### config.mk
export PLATFORM = sky130hd
export DESIGN_NAME = bgs_sequencer
export DESIGN_NICKNAME = d
export VERILOG_FILES = /design/src/common/bgs_pkg.sv /design/src/bgs_sequencer.sv
export VERILOG_INCLUDE_DIRS = /design/src /design/src/common
export SDC_FILE = /design/constraint.sdc
export NUM_CORES = 1
export LEC_CHECK = 0
export ABC_AREA = 1
export BUFFER_PORTS_ARGS = -buffer_cell sky130_fd_sc_hd__clkbuf_2
export CAP_MARGIN = 5
export CORE_MARGIN = 5
export CORE_UTILIZATION = 35
export CTS_CLUSTER_SIZE = 12
export DETAILED_ROUTE_END_ITERATION = 16
export PLACE_DENSITY = 0.53
export SLEW_MARGIN = 20
export SYNTH_ARGS = -nofsm -noshare
export SYNTH_HDL_FRONTEND = slang
export SYNTH_SLANG_ARGS = --single-unit
### constraint.sdc
create_clock -name clk -period 6.6 [get_ports clk]
set_input_delay 1.32 -clock clk [delete_from_list [all_inputs] [get_ports clk]]
set_output_delay 1.32 -clock clk [all_outputs]
set_load 0.05 [all_outputs]
### src/common/bgs_defs.svh
// timing counts and thresholds for the buck gate-drive sequencer
`ifndef BGS_DEFS_SVH
`define BGS_DEFS_SVH
`define BGS_CLK_HZ 200000000
`define BGS_SW_HZ 700000
`define BGS_PERIOD_CYC (`BGS_CLK_HZ / `BGS_SW_HZ)
`define BGS_DEAD_NS 25
`define BGS_DEAD_CYC ((`BGS_DEAD_NS * (`BGS_CLK_HZ / 1000000) + 999) / 1000)
`define BGS_PULSE_NS 40
`define BGS_PULSE_CYC ((`BGS_PULSE_NS * (`BGS_CLK_HZ / 1000000) + 999) / 1000)
`define BGS_BOOT_CYCLES 3
`define BGS_SYNC_CYC 3
`define BGS_AOC_PCT 145
`define BGS_AOC_KNEE_MA 3300
`define BGS_AOC_FLOOR_MA 5000
`endif

### src/common/bgs_pkg.sv
// types shared by the buck gate-drive sequencer
package bgs_pkg;
   // comparator and pin indications, all asynchronous to clk
   typedef struct packed {
      logic pwm_on;
      logic full_duty;
      logic zero_duty;
      logic boot_low;
      logic under_current_cutoff;
      logic peak_oc;
      logic avg_oc;
      logic fb_over_hi;
      logic fb_under_lo;
      logic charging_active;
   } bgs_pins_s;

   typedef enum logic [3:0] {
      BGS_IDLE,
      BGS_HS,
      BGS_DEAD_HL,
      BGS_LS_BLANK,
      BGS_LS_ON,
      BGS_LS_CUT,
      BGS_DEAD_LH,
      BGS_REF_DEAD,
      BGS_REF_LS,
      BGS_REF_BACK
   } bgs_state_e;

   typedef logic [8:0] bgs_cnt_t;
endpackage

### src/bgs_sequencer.sv
// buck gate-drive sequencer: switch commands, dead time, refresh and protection inhibits
`timescale 1ns/1ps
`include "bgs_defs.svh"

module bgs_sequencer
   import bgs_pkg::*;
(
   input wire logic clk,
   input wire logic rst_b,
   input wire bgs_pins_s pins,
   input wire logic [15:0] charge_limit_ma,
   output logic hs_cmd,
   output logic ls_cmd,
   output logic discharge_sink_en,
   output logic [15:0] avg_oc_limit_ma,
   output logic period_start
);

   localparam int NPIN = $bits(bgs_pins_s);
   localparam bgs_cnt_t PERIOD_LAST = bgs_cnt_t'(`BGS_PERIOD_CYC - 1);
   localparam bgs_cnt_t DEAD_LOAD = bgs_cnt_t'(`BGS_DEAD_CYC - 1);
   localparam bgs_cnt_t PULSE_LOAD = bgs_cnt_t'(`BGS_PULSE_CYC - 1);
   localparam logic [2:0] BOOT_LIMIT = 3'(`BGS_BOOT_CYCLES);

   // ==========================================================
   // input synchronisers
   logic [NPIN-1:0] sync_a;
   logic [NPIN-1:0] sync_b;
   bgs_pins_s pin;

   // two flops per indication, first stage read only by second
   // a pin may change at any time; the second flop absorbs any metastable settling
   generate
      for (genvar i = 0; i < NPIN; i++) begin : g_sync
         always_ff @(posedge clk or negedge rst_b) begin
            if (!rst_b) begin
               sync_a[i] <= 1'b0;
               sync_b[i] <= 1'b0;
            end else begin
               sync_a[i] <= pins[i];
               sync_b[i] <= sync_a[i];
            end
         end
      end
   endgenerate

   assign pin = bgs_pins_s'(sync_b);

   // ==========================================================
   // period counter
   bgs_cnt_t per_cnt;
   bgs_cnt_t next_per_cnt;
   logic next_period_start;

   // wraps every switching period, pulse marks the start
   always_comb begin
      if (per_cnt == PERIOD_LAST) begin
         next_per_cnt = '0;
      end else begin
         next_per_cnt = per_cnt + bgs_cnt_t'(1);
      end
      next_period_start = (per_cnt == PERIOD_LAST);
   end

   // period registers, restarting from zero after reset
   always_ff @(posedge clk or negedge rst_b) begin
      if (!rst_b) begin
         per_cnt <= '0;
         period_start <= 1'b0;
      end else begin
         per_cnt <= next_per_cnt;
         period_start <= next_period_start;
      end
   end

   // ==========================================================
   // compare settling
   logic ontime_valid;

   // the compare input lags each period start by the synchroniser and the far side,
   // so a low level seen before then still belongs to the last period
   assign ontime_valid = (per_cnt >= bgs_cnt_t'(`BGS_SYNC_CYC));

   // ==========================================================
   // sequencer state
   bgs_state_e state;
   bgs_state_e next_state;
   bgs_cnt_t tmr;
   bgs_cnt_t next_tmr;
   logic [2:0] boot_cnt;
   logic [2:0] next_boot_cnt;
   logic refresh_armed;
   logic next_refresh_armed;
   logic peak_latch;
   logic next_peak_latch;
   logic ovp_inh;
   logic next_ovp_inh;
   logic hs_ok;
   logic start_hs;
   logic refresh_due;
   logic tmr_done;

   // permission to turn the high side on in this period
   // peak and average trips act on the synchronised pin without waiting for a latch
   assign hs_ok = !peak_latch && !pin.peak_oc && !pin.avg_oc && !ovp_inh;
   assign start_hs = hs_ok && !pin.zero_duty;
   assign refresh_due = (boot_cnt > BOOT_LIMIT);
   assign tmr_done = (tmr == '0);

   // next-state, timers and cycle latches
   always_comb begin
      next_state = state;
      next_tmr = tmr_done ? tmr : tmr - bgs_cnt_t'(1);
      next_boot_cnt = boot_cnt;
      next_refresh_armed = refresh_armed | !pin.boot_low;
      // peak latch: a trip in the start cycle still wins over rearm
      next_peak_latch = (peak_latch && !period_start) || pin.peak_oc;
      // over-voltage hysteresis
      if (pin.fb_over_hi) begin
         next_ovp_inh = 1'b1;
      end else if (pin.fb_under_lo) begin
         next_ovp_inh = 1'b0;
      end else begin
         next_ovp_inh = ovp_inh;
      end
      // count consecutive periods with bootstrap low
      if (period_start) begin
         if (!pin.boot_low) begin
            next_boot_cnt = '0;
         end else if (!refresh_due) begin
            next_boot_cnt = boot_cnt + 3'h1;
         end
      end
      case (state)
         BGS_IDLE: begin
            if (period_start) begin
               if (start_hs) begin
                  next_state = BGS_HS;
               end else if (pin.zero_duty && pin.boot_low && refresh_armed) begin
                  next_state = BGS_REF_LS;
                  next_tmr = PULSE_LOAD;
                  next_refresh_armed = 1'b0;
               end
            end
         end
         BGS_HS: begin
            if (!hs_ok) begin
               next_state = BGS_DEAD_HL;
               next_tmr = DEAD_LOAD;
            end else if (refresh_due) begin
               next_state = BGS_REF_DEAD;
               next_tmr = DEAD_LOAD;
               next_boot_cnt = '0;
            end else if (ontime_valid && !pin.pwm_on && !pin.full_duty) begin
               next_state = BGS_DEAD_HL;
               next_tmr = DEAD_LOAD;
            end
         end
         BGS_DEAD_HL: begin
            if (period_start) begin
               next_state = BGS_DEAD_LH; // finish dead time, then decide
            end else if (tmr_done) begin
               next_state = BGS_LS_BLANK;
               next_tmr = PULSE_LOAD;
            end
         end
         BGS_LS_BLANK: begin
            if (period_start) begin
               next_state = BGS_DEAD_LH;
               next_tmr = DEAD_LOAD;
            end else if (tmr_done) begin
               // comparator ignored until blanking ends
               next_state = pin.under_current_cutoff ? BGS_LS_CUT : BGS_LS_ON;
               next_tmr = DEAD_LOAD; // owed if the cut lands just before a period start
            end
         end
         BGS_LS_ON: begin
            if (period_start) begin
               next_state = BGS_DEAD_LH;
               next_tmr = DEAD_LOAD;
            end else if (pin.under_current_cutoff) begin
               next_state = BGS_LS_CUT;
               next_tmr = DEAD_LOAD;
            end
         end
         BGS_LS_CUT: begin
            // low side held off until the next period start; a cut just before
            // the start still owes the rest of its dead time to the high side
            if (period_start) begin
               if (tmr_done) begin
                  next_state = start_hs ? BGS_HS : BGS_IDLE;
               end else begin
                  next_state = BGS_DEAD_LH;
               end
            end
         end
         BGS_DEAD_LH: begin
            if (tmr_done) begin
               next_state = start_hs ? BGS_HS : BGS_IDLE;
            end
         end
         BGS_REF_DEAD: begin
            if (tmr_done) begin
               next_state = BGS_REF_LS;
               next_tmr = PULSE_LOAD;
            end
         end
         BGS_REF_LS: begin
            if (tmr_done) begin
               next_state = BGS_REF_BACK;
               next_tmr = DEAD_LOAD;
            end
         end
         BGS_REF_BACK: begin
            if (tmr_done) begin
               next_state = start_hs ? BGS_HS : BGS_IDLE;
            end
         end
         default: begin
            // unused encodings fall back to idle with both commands off
            next_state = BGS_IDLE;
            next_tmr = '0;
         end
      endcase
   end

   // state registers; reset parks the sequencer idle with every latch clear except refresh_armed, which starts set
   always_ff @(posedge clk or negedge rst_b) begin
      if (!rst_b) begin
         state <= BGS_IDLE;
         tmr <= '0;
         boot_cnt <= '0;
         refresh_armed <= 1'b1;
         peak_latch <= 1'b0;
         ovp_inh <= 1'b0;
      end else begin
         state <= next_state;
         tmr <= next_tmr;
         boot_cnt <= next_boot_cnt;
         refresh_armed <= next_refresh_armed;
         peak_latch <= next_peak_latch;
         ovp_inh <= next_ovp_inh;
      end
   end

   // ==========================================================
   // registered outputs
   logic next_hs_cmd;
   logic next_ls_cmd;
   logic next_sink_en;
   logic [15:0] next_avg_oc_limit_ma;
   logic [31:0] scaled_ma;

   // commands decode from the next state; high side also cut at once on a trip
   always_comb begin
      next_hs_cmd = (next_state == BGS_HS) && !pin.peak_oc;
      next_ls_cmd = (next_state == BGS_LS_BLANK) || (next_state == BGS_LS_ON)
         || (next_state == BGS_REF_LS);
      next_sink_en = pin.charging_active;
      // the average limit saturates at the width of its output
      scaled_ma = (32'(charge_limit_ma) * 32'(`BGS_AOC_PCT)) / 32'h0000_0064;
      if (charge_limit_ma < 16'(`BGS_AOC_KNEE_MA)) begin
         next_avg_oc_limit_ma = 16'(`BGS_AOC_FLOOR_MA);
      end else if (scaled_ma > 32'h0000_FFFF) begin
         next_avg_oc_limit_ma = 16'hFFFF;
      end else begin
         next_avg_oc_limit_ma = scaled_ma[15:0];
      end
   end

   // outputs registered so the drivers never see decode glitches
   always_ff @(posedge clk or negedge rst_b) begin
      if (!rst_b) begin
         hs_cmd <= 1'b0;
         ls_cmd <= 1'b0;
         discharge_sink_en <= 1'b0;
         avg_oc_limit_ma <= 16'h0000;
      end else begin
         hs_cmd <= next_hs_cmd;
         ls_cmd <= next_ls_cmd;
         discharge_sink_en <= next_sink_en;
         avg_oc_limit_ma <= next_avg_oc_limit_ma;
      end
   end

endmodule

==> flow_metrics.py, run 1 <==
metrics = {
    "route": {
        "antenna_left": 0,
        "routed_via_density": 4.70,
        "drc_errors": 0,
        "first_pass_iters": 4,
        "first_iter_violations": 329,
        "wl_per_cell_microns": 12.2,
        "routed-via-count": 7748,
        "wl_mm": 20.0,
    },
    "logic_synthesis": {
        "syn-cell-area_sq_mm": 0.00779,
        "synth_xor_xnor_area_share": 0.0313,
        "yosys.area_share.simple": 0.435,
        "yosys.area_share.adder": 0.124,
        "ys_seq_area_frac": 0.219,
        "netlist.area_leader.share": 0.215,
        "synth_compound_area_frac": 0.0907,
        "yosysTopAreaCell": "dfrtp_1",
        "syn_nets": 1213,
        "yosysWarningCount": 0,
        "synth.distinct_cells": 60,
        "synthTopCellsByArea": "dfrtp_1 22%, nand2_1 12%, ha_1 10%",
        "synth_top_family_by_area": "simple AND/OR/NAND/NOR gates",
        "synthCells": 1113,
        "avgSynthCellArea_sq_um": 7.00,
        "ys_ff_latch": 68,
        "synth.area.mux_share": 0,
    },
    "setup_path": {
        "rr_startpoint": "tmr[0]",
        "cp_max_fo": 7,
        "reg2reg_to": "hs_cmd",
        "critical_path_required_ns": 6.87,
        "crit_cells": 91,
        "r2r_cells": 13,
        "cp_common_cell": "nand2_4",
        "critPathLaunchType": "input pin",
        "arrival_ns": 11.01,
        "cp_top_family": "simple AND/OR/NAND/NOR gates",
        "critPathKind": "in2reg",
        "critPathSlowestCell": "fa_1",
        "rrSetupSlack_ns": 2.31,
        "cp_num_buf_inv": 4,
        "endpoint_kind": "flip-flop",
        "critical-path-max-stage-delay_ns": 0.48,
    },
    "cts": {
        "htreeDepth": 3,
        "clock_latency_ns": 0.34,
        "cts_tree": "done",
        "cts_inserted_buffers": 9,
        "cts_root_buf": "clkbuf_16",
        "clk_pin_slew_worst_paths_ns": 0.06,
        "hold_buffers": 0,
        "clock-sinks": 68,
        "cts_max_path_buffers": 2,
    },
    "layout": {
        "final_area_sq_mm": 0.0115,
        "diodes": 0,
        "syn_to_final_growth_pct": 47.4,
        "nets": 1462,
        "drive_above_1_share": 0.432,
        "layout_common_cells": "201 x nand2_1, 191 x buf_4, 163 x inv_1, 79 x nand2_2",
        "final_common_cell": "nand2_1",
    },
    "place": {
        "io_buffer_count": 47,
        "preCtsSetupSlack_ns": -4.38,
        "placed_cell_area_sq_mm": 0.0101,
        "hpwl_mm": 15.7,
        "gp_congestion": 0.877,
    },
    "grt": {
        "grt_pass1_vias": 7513,
        "antenna_found_initial": 0,
        "grt.total_usage": 0.156,
        "grt_start_max_net_pins": 69,
        "grt_overflow": 0,
        "grt_pass1_wl_mm": 34.4,
    },
    "die": {
        "start_util": 0.356,
        "die_w_microns": 159,
        "design.core.area_sq_mm": 0.0219,
        "rows": 54,
        "die-area_sq_mm": 0.0253,
        "die_y_microns": 159,
        "pin_count": 48,
    },
    "hold_path": {
        "hold_start": "sync_a[8]",
        "hold_path.class": "reg2reg",
        "hold_depth": 0,
        "min_to": "pin[8]",
    },
    "sta": {
        "tightest_slew_ns": 0.944,
        "final-max-slew-violation-count": 0,
        "max_freq_ghz": 0.0932,
        "finalWorstSetupSlack_ns": -4.13,
        "finalCritPeriodShare": 1.63,
        "period_needed_ns": 10.73,
        "finalClockSkew_ns": 0.00784,
        "setup_viol": 11,
        "rsz0062_at_grt": "true",
        "max-slew-margin-rel": 0.354,
        "hold_viol_final": 0,
    },
    "run_status": {
        "status": "complete, but fails checks",
        "violations": "setup timing",
    },
    "run": {
        "max_cap_viol_count": 0,
    },
}
==> per-layer routing <==
layer  vias to the layer above  wire, microns  GRT usage
li1                       4092              -          -
met3                        35            500     0.0217
met4                         0            475     0.0399
met5                         -              0          0
met2                       102           9460      0.261
met1                      3519           9570      0.212
==> flip-flops by register name, summed over array words and instances, names as in the netlist, 3 cells and up <==
signal,cells
avg_oc_limit_ma,16
boot_cnt,3
per_cnt,9
pin,9
state,4
sync_a,10
tmr,9
==> what timing repair did <==
| action | 4_1_cts | 5_1_grt |
|---|---|---|
| pin swaps | 23 | 69 |
| endpoints found under the setup margin | 11 | 12 |
| setup buffers | 21 | 26 |
| cloned | 0 | 0 |
| gates resized for setup | 61 | 117 |
==> worst max path at each step <==
stage	endpoint	slack, ns	from
2_1_floorplan	avg_oc_limit_ma[0]	-3.30	charge_limit_ma[8]
3_3_place_gp	avg_oc_limit_ma[0]	-4.30	charge_limit_ma[5]
3_5_place_dp	avg_oc_limit_ma[0]	-4.38	charge_limit_ma[7]
4_1_cts	avg_oc_limit_ma[0]	-3.82	charge_limit_ma[7]
5_1_grt	avg_oc_limit_ma[0]	-4.78	charge_limit_ma[4]
6_report	avg_oc_limit_ma[0]	-4.13	charge_limit_ma[10]
==> stage by stage <==
step	hold slack (ns)	TNS, ns	instances	utilization
CTS	0.350	-23.42	1623	0.494
detailed placement	0.336	-28.80	1586	0.459
global placement	0.332	-27.94	1586	0.459
finish	0.348	-25.92	1647	0.525
floorplan	0.331	-18.44	1113	-
global route	0.363	-31.48	1647	0.525
==> cell usage after synthesis, drive strengths merged <==
master	count
a21boi	3
or3b	1
o311ai	1
and2	3
xor2	20
dfrtp	67
a32oi	1
nand2	359
o211ai	5
o31ai	1
a21o	2
clkbuf	4
o21bai	3
a31oi	2
nor4	7
o21ai	54
a311oi	2
nand3	103
a2111oi	1
or4	1
dfstp	1
inv	196
o22ai	3
or2	2
ha	63
a211oi	1
nand3b	5
xnor2	7
nor3b	1
nor3	18
and3	1
a21oi	32
clkinv	7
nand4	31
o2111ai	4
fa	9
nor2	90
o21a	2
==> kinds of logic after synthesis <==
| kind of cell | Yosys count |
|---|---|
| AO/OA/AOI/OAI | 117 |
| buffers and inverters | 207 |
| flip-flops | 68 |
| XOR/XNOR | 27 |
| AND/OR/NAND/NOR | 622 |
| adder cells (fa/ha/maj) | 72 |
==> cell type report <==
class	count	area (sq um)
Clock inverter	6	95.1
Timing Repair Buffer	242	1770
Fill cell	2143	10400
Clock buffer	10	239
Tap cell	280	350
Multi-Input combinational cell	838	6550
Inverter	203	773
Sequential cell	68	1700
Power of run 1 is not shown: default switching activity piles up to over one toggle a cycle in this logic, so the estimate is an artifact.
==> run 2: changes to the inputs <==
- ABC_AREA: 1 -> not set
- SKIP_CTS_REPAIR_TIMING: not set -> 1
==> flow_metrics.py, run 2 <==
metrics = {
    "grt": {
        "grt_busiest_layer": "met2",
        "grt_util_met3": 0.0219,
        "grt_start_max_net_pins": 69,
        "grt_util_met2": 0.312,
        "grt.total_usage": 0.190,
        "grt_pass1_wl_mm": 45.7,
        "grt_overflow": 0,
        "use_met1": 0.270,
        "antenna_found_initial": 0,
        "grt_pass1_vias": 9367,
    },
    "run": {
        "max_cap_viol_count": 0,
    },
    "die": {
        "pin_count": 48,
        "design.core.area_sq_mm": 0.0244,
        "die_w_microns": 168,
        "rows": 57,
        "start_util": 0.356,
        "die_y_microns": 168,
        "die-area_sq_mm": 0.0281,
    },
    "cts": {
        "clock-sinks": 68,
        "clock_latency_ns": 0.35,
        "cts_inserted_buffers": 9,
        "cts_tree": "done",
        "cts_root_buf": "clkbuf_16",
        "cts_max_path_buffers": 2,
        "clk_pin_slew_worst_paths_ns": 0.07,
        "htreeDepth": 3,
    },
    "logic_synthesis": {
        "synth.most_common_cell": "nor2_1",
        "synth_xor_xnor_area_share": 0.0540,
        "synth-edff-count": 0,
        "ys_seq_area_frac": 0.196,
        "avgSynthCellArea_sq_um": 8.11,
        "synthFlopType": "dfrtp_1",
        "netlist.area_leader.share": 0.193,
        "yosys.area_share.simple": 0.218,
        "synth_top_family_by_area": "compound AO/OA/AOI/OAI gates",
        "synth_common_cells": "94 x nor2_1, 88 x nand2_1, 85 x a21oi_1",
        "syn-cell-area_sq_mm": 0.00868,
        "synth.distinct_cells": 112,
        "yosysWarningCount": 0,
        "synth.area.mux_share": 0.0144,
        "synthCells": 1071,
        "synthArstFlopShare": 1.00,
        "yosysTopAreaCell": "dfrtp_1",
        "synth_compound_area_frac": 0.367,
        "syn_nets": 1171,
        "synthTopCellsByArea": "dfrtp_1 19%, ha_1 9.1%, a21oi_1 4.9%",
        "ys_ff_latch": 68,
        "yosys.area_share.adder": 0.113,
    },
    "hold_path": {
        "hold_path.class": "reg2reg",
        "hold_start": "sync_a[9]",
        "min_to": "pin[9]",
        "hold_depth": 0,
    },
    "sta": {
        "period_needed_ns": 13.07,
        "max_freq_ghz": 0.0765,
        "finalClockSkew_ns": 0.0134,
        "finalWorstSetupSlack_ns": -6.47,
        "rsz0062_at_grt": "true",
        "setup_viol": 13,
        "finalCritPeriodShare": 1.98,
        "max-slew-margin-rel": 0.388,
        "tightest_slew_ns": 0.918,
        "final-max-slew-violation-count": 0,
        "whs_ns": 0.341,
        "hold_viol_final": 0,
    },
    "place": {
        "gp_congestion": 0.948,
        "hpwl_mm": 21.6,
        "io_buffer_count": 47,
    },
    "setup_path": {
        "rrSetupSlack_ns": 2.71,
        "endpoint_kind": "flip-flop",
        "cp_max_fo": 8,
        "critPathLaunchType": "input pin",
        "arrival_ns": 13.34,
        "reg2reg_to": "ls_cmd",
        "critical_path_required_ns": 6.87,
        "critical-path-max-stage-delay_ns": 0.61,
        "critPathKind": "in2reg",
        "critPathSlowestCell": "fa_2",
        "rr_startpoint": "tmr[0]",
        "cp_common_cell": "buf_4",
        "r2r_cells": 15,
    },
    "route": {
        "wl_mm": 30.2,
        "wl_per_cell_microns": 16.7,
        "antenna_left": 0,
        "drc_errors": 0,
        "routed_via_density": 5.64,
        "first_iter_violations": 671,
        "routed-via-count": 10200,
        "first_pass_iters": 5,
    },
    "layout": {
        "syn_to_final_growth_pct": 65.5,
        "final_common_cell": "buf_4",
        "finalCoreUtilization": 0.589,
        "fillers": 2127,
        "largest-register": "avg_oc_limit_ma",
        "drive_above_1_share": 0.506,
        "largest_reg_flops": 16,
        "reg_top3": "avg_oc_limit_ma x16, sync_a x10",
        "nets": 1580,
        "layout_common_cells": "369 x buf_4, 78 x nor2_1, 78 x nand2_1, 67 x dfrtp_1, 65 x a21oi_1",
    },
    "run_status": {
        "status": "complete, but fails checks",
        "violations": "setup timing",
    },
}
## run 2: changes by cell type in the layout (fill, tap and decap cells not counted), moves of 18 or more
| cell | previous run | this run |
|---|---|---|
| buf_4 | 191 | 369 |
| nand3_2 | 30 | 6 |
| nand3_1 | 56 | 29 |
| nand2_4 | 68 | 4 |
| nand2_1 | 201 | 78 |
| xnor2_1 | 7 | 25 |
| nand2_2 | 79 | 7 |
| buf_6 | 5 | 26 |
| inv_2 | 30 | 1 |
| a21oi_1 | 23 | 65 |
| inv_1 | 163 | 35 |
## run 2: critical path: cells and delay by family
kind	cells	cell delay, ns
AO/OA/AOI/OAI	28	6.44
buffers and inverters	8	1.29
AND/OR/NAND/NOR	12	2.55
XOR/XNOR	1	0.25
adder cells (fa/ha/maj)	4	1.36
multiplexers	1	0.13
## run 2: how the worst max path moves through the flow
stage	startpoint	endpoint
floorplan	charge_limit_ma[10]	avg_oc_limit_ma[0]
global placement	charge_limit_ma[3]	avg_oc_limit_ma[0]
detailed placement	charge_limit_ma[6]	avg_oc_limit_ma[0]
CTS	charge_limit_ma[6]	avg_oc_limit_ma[0]
global route	charge_limit_ma[8]	avg_oc_limit_ma[0]
finish	charge_limit_ma[4]	avg_oc_limit_ma[0]
## run 2: layer usage
| metal | up-vias | routed length, microns |
|---|---|---|
| li1 | 4966 | - |
| met1 | 4942 | 14000 |
| met2 | 259 | 14500 |
| met3 | 47 | 1100 |
| met4 | 0 | 568 |
| met5 | - | 0 |
## run 2: logic make-up after synthesis
logic type | after synthesis
AO/OA/AOI/OAI | 414
AND/OR/NAND/NOR | 373
buffers and inverters | 80
adder cells (fa/ha/maj) | 73
flip-flops | 68
XOR/XNOR | 52
multiplexers | 11
## run 2: area by class of cell
type	count	area, sq um	share of cell area
Inverter	36	135	0.00940
Multi-Input combinational cell	923	8460	0.589
Tap cell	324	405	0.0282
Clock inverter	7	82.6	0.00575
Timing Repair Buffer	442	3360	0.234
Antenna cell	1	2.50	0.000174
Clock buffer	9	225	0.0157
Sequential cell	68	1700	0.119
## run 2: per-stage QoR
step | TNS (ns) | std cells | setup WS, ns | cell area (sq um)
3_5_place_dp | -54.54 | 1746 | -7.37 | 12000
3_3_place_gp | -54.16 | 1746 | -7.31 | 12000
5_1_grt | -49.86 | 1809 | -6.97 | 14400
6_report | -45.09 | 1810 | -6.47 | 14400
2_1_floorplan | -42.70 | 1071 | -6.39 | 9000
4_1_cts | -50.13 | 1762 | -7.05 | 12300
Power of run 2 is left out for the same reason.
